===== config.mk =====
export PLATFORM = sky130hd
export DESIGN_NAME = subroutine_return_decode
export DESIGN_NICKNAME = d
export VERILOG_FILES = /design/src/verilog/ret_decoder.v /design/src/verilog/subroutine_return_decode.v
export VERILOG_INCLUDE_DIRS = /design/src /design/src/verilog
export SDC_FILE = /design/constraint.sdc
export NUM_CORES = 1
export LEC_CHECK = 0
export BUFFER_PORTS_ARGS = -buffer_cell sky130_fd_sc_hd__buf_4
export CAP_MARGIN = 20
export CORE_UTILIZATION = 44
export CTS_CLUSTER_SIZE = 28
export DETAILED_ROUTE_END_ITERATION = 16
export MAX_ROUTING_LAYER = met4
export PLACE_DENSITY = 0.76
export SYNTH_ARGS = -nofsm -noshare
export SYNTH_HDL_FRONTEND = slang
export SYNTH_SLANG_ARGS = --single-unit

===== constraint.sdc =====
create_clock -name clk -period 1.7 [get_ports clk]
set_input_delay 0.34 -clock clk [delete_from_list [all_inputs] [get_ports clk]]
set_output_delay 0.34 -clock clk [all_outputs]
set_load 0.01 [all_outputs]

===== src/verilog/subret_consts.vh =====
// Constants for the subroutine-return decode and execute block.
// Assumes a core that issues one instruction word per four-phase instruction cycle.
//
// Functional notes
// RULE_01: Upper byte 0000 1100 returns with literal; low byte written into working register.
// RULE_02: Return-with-literal pops the return stack and loads top of stack into PC.
// RULE_03: Neither return touches the PC upper latch or PC high latch.
// RULE_04: Plain subroutine return pops the stack and loads top of stack into PC.
// RULE_05: Fast flag set copies working, status, bank-select shadows into live registers.
// RULE_06: Fast flag clear leaves working, status and bank-select registers unaltered.
// RULE_07: Return decodes 0000 0000 0001 001x; one word, two cycles, second a flush.
`ifndef SUBRET_CONSTS_VH
`define SUBRET_CONSTS_VH
`define OPC_LIT_HI 8'h0c
`define OPC_RET_HI 15'h0009
`define PH_Q1 2'h0
`define PH_Q2 2'h1
`define PH_Q3 2'h2
`define PH_Q4 2'h3
`define ST_EXEC 1'h0
`define ST_FLUSH 1'h1
`endif


===== src/verilog/ret_decoder.v =====
// Combinational decoder that classifies one instruction word as a return.
// Assumes the word is stable while it is examined.
`timescale 1ns/1ps
`include "subret_consts.vh"
module ret_decoder (
    input wire [15:0] instr,
    output wire is_lit,
    output wire is_ret,
    output wire fast,
    output wire [7:0] literal
);
    assign is_lit = (instr[15:8] == `OPC_LIT_HI); // [RULE_01]
    assign is_ret = (instr[15:1] == `OPC_RET_HI); // [RULE_07]
    assign fast = instr[0];
    assign literal = instr[7:0];
endmodule


===== src/verilog/subroutine_return_decode.v =====
// Execute logic for the two subroutine-return instructions.
// Assumes the core supplies the quarter-cycle phase and keeps the stack top valid.
`timescale 1ns/1ps
`include "subret_consts.vh"
module subroutine_return_decode #(
    parameter PC_W = 21
) (
    input wire clk,
    input wire sys_rst,
    input wire ce,
    input wire [1:0] phase,
    input wire [15:0] instr,
    input wire [PC_W-1:0] top_of_stack,
    input wire [7:0] working_shadow,
    input wire [7:0] status_shadow,
    input wire [7:0] bank_select_shadow,
    input wire [7:0] working_in,
    input wire [7:0] status_in,
    input wire [7:0] bank_select_in,
    output reg stack_pop_q,
    output reg pc_load_q,
    output reg [PC_W-1:0] pc_value_q,
    output reg w_we_q,
    output reg [7:0] working_q,
    output reg status_we_q,
    output reg [7:0] status_q,
    output reg bsr_we_q,
    output reg [7:0] bank_select_register_q,
    output reg pclat_we_q,
    output reg flush_q
);
    // ------------------------------------------------------------
    // Decode
    // ------------------------------------------------------------
    wire is_lit;
    wire is_ret;
    wire fast;
    wire [7:0] literal;
    reg st_q;
    reg [7:0] lit_q;
    reg ret_q;
    reg litop_q;
    reg fast_q;

    ret_decoder u_dec (
        .instr(instr),
        .is_lit(is_lit),
        .is_ret(is_ret),
        .fast(fast),
        .literal(literal)
    );

    // ------------------------------------------------------------
    // Execute
    // ------------------------------------------------------------
    // Strobes are one clock wide, raised on the Q4 edge; the core samples them at Q1.
    always @(posedge clk) begin
        if (sys_rst) begin
            st_q <= `ST_EXEC;
            lit_q <= 8'h00;
            ret_q <= 1'b0;
            litop_q <= 1'b0;
            fast_q <= 1'b0;
            stack_pop_q <= 1'b0;
            pc_load_q <= 1'b0;
            pc_value_q <= {PC_W{1'b0}};
            w_we_q <= 1'b0;
            working_q <= 8'h00;
            status_we_q <= 1'b0;
            status_q <= 8'h00;
            bsr_we_q <= 1'b0;
            bank_select_register_q <= 8'h00;
            pclat_we_q <= 1'b0;
            flush_q <= 1'b0;
        end else if (ce) begin
            stack_pop_q <= 1'b0;
            pc_load_q <= 1'b0;
            w_we_q <= 1'b0;
            status_we_q <= 1'b0;
            bsr_we_q <= 1'b0;
            pclat_we_q <= 1'b0; // [RULE_03]
            case (st_q)
                `ST_EXEC: begin
                    flush_q <= 1'b0;
                    if (phase == `PH_Q1) begin
                        litop_q <= is_lit;
                        ret_q <= is_ret;
                        fast_q <= fast;
                        lit_q <= literal;
                    end else if (phase == `PH_Q4 && (litop_q || ret_q)) begin
                        stack_pop_q <= 1'b1; // [RULE_02] [RULE_04]
                        pc_load_q <= 1'b1;
                        pc_value_q <= top_of_stack;
                        st_q <= `ST_FLUSH; // [RULE_07]
                        if (litop_q) begin
                            w_we_q <= 1'b1;
                            working_q <= lit_q; // [RULE_01]
                        end else if (fast_q) begin
                            w_we_q <= 1'b1; // [RULE_05]
                            working_q <= working_shadow;
                            status_we_q <= 1'b1;
                            status_q <= status_shadow;
                            bsr_we_q <= 1'b1;
                            bank_select_register_q <= bank_select_shadow;
                        end else begin
                            working_q <= working_in; // [RULE_06]
                            status_q <= status_in;
                            bank_select_register_q <= bank_select_in;
                        end
                    end
                end
                `ST_FLUSH: begin
                    // The prefetched word is discarded for the whole cycle.
                    flush_q <= 1'b1; // [RULE_07]
                    litop_q <= 1'b0;
                    ret_q <= 1'b0;
                    if (phase == `PH_Q4) begin
                        st_q <= `ST_EXEC;
                    end
                end
                default: st_q <= `ST_EXEC;
            endcase
        end
    end
endmodule


==> impl_metrics.toml <==
[status]
outcome = "completed"

[clock_network]
buffers_inserted_during_post_cts_setup_optimization = 0
cts_inserted_buffers = 9
cts_root_buffer = "sky130_fd_sc_hd__clkbuf_8"
cts.sink_count = 60
cts.path.max_buffers = 2
clkTransAtPathRegs_ps = 60
h-tree-depth = 3
clk-insertion-delay-late_ps = 330
cts_resized = 0
cts_tree = "yes"
cts_hold_buffers = 0

[sta]
setup-tns-final_ps = 0
timing.final.setup_violations = 0
timing_hold_violations_final = 0
whs_ps = 269
rsz0062_at_grt = "no"
layout_worst_path_cycle_share_pct = 83.7
report.final.slew_viol_count = 0
achievable-frequency_mhz = 703
skew_ps = 5.21
layout_min_cycle_time_ps = 1420

[die]
floorplan.initialDensity_pct = 46.6
die_y_um = 79.3
die-area_sq_um = 6280
core_region_area_sq_um = 5640
pin_count = 142
dieWidth_um = 79.3
floorplan.rows = 27

[synth]
synth.yosys.seq_area_share_pct = 45.7
post_synth_edffs = 0
postSynth.topFlopCell = "sky130_fd_sc_hd__dfxtp_1"
post_synth.cell_area_avg_sq_um = 8.85
synth.distinct_cells = 32
postSynthRegisterBits = 60
synth-async-reset-ratio_pct = 0
post_synth_instance_area_sq_um = 2630
synth_warnings = 0
syn-instance-count = 297
synthesis.nets = 387

[grt]
global_route.overflow_total = 0
number_of_antenna_violations_at_the_first_check_in_global_routing = 0
first_global_vias = 2612
grt_pass1_wl_um = 11700
grt_usage_pct = 24.7
grt_max_degree = 41

[setup_path]
critPathRequiredTime_ps = 1970
cp_data_arrival_time_ps = 1690
critical_path_class = "flop to flop"
setup.worst_path.end_class = "flop"
reg2reg_setup_slack_ps = 280
startpoint_type = "flop"
cp_max_fo = 13

[cells_and_area]
flow.area_growth_from_synthesis_pct = 48.1
layout_commonest_cell = "sky130_fd_sc_hd__buf_4"
finish.cell_count_without_fillers = 506
drive_gt1_share_pct = 40.3
most-common-layout-cells = "151 x sky130_fd_sc_hd__buf_4, 60 x sky130_fd_sc_hd__dfxtp_1, 51 x sky130_fd_sc_hd__a21oi_1"
finish.net_count = 521
insertedDiodeCount = 0
final_core_utilization_pct = 69.0

[detailed_routing]
detail_route.first_pass.iterations = 4
drc = 0
drt.antenna.violating_nets = 0
initialDrtViolationCount = 76
routed_wl_um = 7440
routedWlPerCell_um = 14.7
routed_via_density = 5.36
detailroute.via_count = 2713

[placed_design]
dp.final_hpwl_um = 5580
port-buffer-count = 140
post-place-cells = 492
globalplace.congestion = 0.861

[power]
leakage_power_figure_nw = 1.59
peakVddDrop_mv = 0.490
power_per_cell_area_nw_per_um2 = 709
total_power_w = 0.00276

[min_path]
holdCritPathClass = "input pin to flop"

[job]
number_of_max_cap_violations = 0
-- final timing paths --
kind,endpoint,start,cells after the start
max,working_q[7],litop_q,3
min,pc_value_q[7],top_of_stack[7],3
max reg2reg,working_q[7],litop_q,3
min reg2reg,lit_q[2],lit_q[2],2
-- Yosys cell counts, drive strengths merged, types with 2 or more instances --
library cell	instances	area, sq um
dfxtp	60	1200
a21oi	52	264
o21ai	29	145
nand2	27	101
mux2i	24	240
nand3	24	120
a211oi	16	140
buf	15	98.8
clkbuf	15	56.3
nor2	8	32.5
a22o	7	61.3
nand2b	4	25.0
nor4b	2	32.5
o2bb2ai	2	17.5
-- logic make-up after synthesis --
| group | count (synthesis) | share of synthesized area, % |
|---|---|---|
| AO/OA/AOI/OAI | 108 | 24.5 |
| AND/OR/NAND/NOR | 74 | 14.6 |
| flip-flops | 60 | 45.7 |
| buffers and inverters | 30 | 5.90 |
| multiplexers | 24 | 9.14 |
| other | 1 | 0.143 |
-- where the power goes --
| part | total [W] | internal, W | switching, W |
|---|---|---|---|
| Combinational | 0.000293 | 0.000174 | 0.000119 |
| Sequential | 0.00142 | 0.00141 | 0.00000401 |
| Clock | 0.00105 | 0.000544 | 0.000506 |
| Total | 0.00276 | 0.00213 | 0.000629 |
-- final cells by class --
| type | count | area [sq um] |
|---|---|---|
| Fill cell | 472 | 1750 |
| Multi-Input combinational cell | 207 | 1270 |
| Sequential cell | 60 | 1200 |
| Timing Repair Buffer | 153 | 1170 |
| Clock buffer | 11 | 141 |
| Tap cell | 72 | 90.1 |
| Clock inverter | 3 | 15.0 |
-- per-stage QoR --
step	setup slack (ps)	cell area, sq um
floorplan	341	2630
global placement	264	3740
detailed placement	242	3740
CTS	276	3890
global route	192	3890
finish	277	3890
-- worst max-delay path, stage by stage, from the launching register on --
cell and delay, ps:
sky130_fd_sc_hd__dfxtp_1 360, sky130_fd_sc_hd__or2_2 440, sky130_fd_sc_hd__a21oi_2 360, sky130_fd_sc_hd__a22o_1 210
-- registers in the layout (all words and copies together) (netlist names) --
signal                  count
flush_q                     1
pc_load_q                   1
lit_q                       8
litop_q                     1
pc_value_q                 21
w_we_q                      1
bsr_we_q                    1
working_q                   8
st_q                        1
status_q                    8
ret_q                       1
bank_select_register_q      8
-- per-layer routing --
metal	vias up	share of wire [%]	routed length, um	GRT usage, %
li1	1337	-	-	-
met1	1256	42	3160	28.9
met2	106	48	3600	40.4
met3	14	7.0	521	5.17
met4	0	2.1	155	11.8
met5	-	0	0	-
Note: power is estimated with default switching activity, not from simulation.
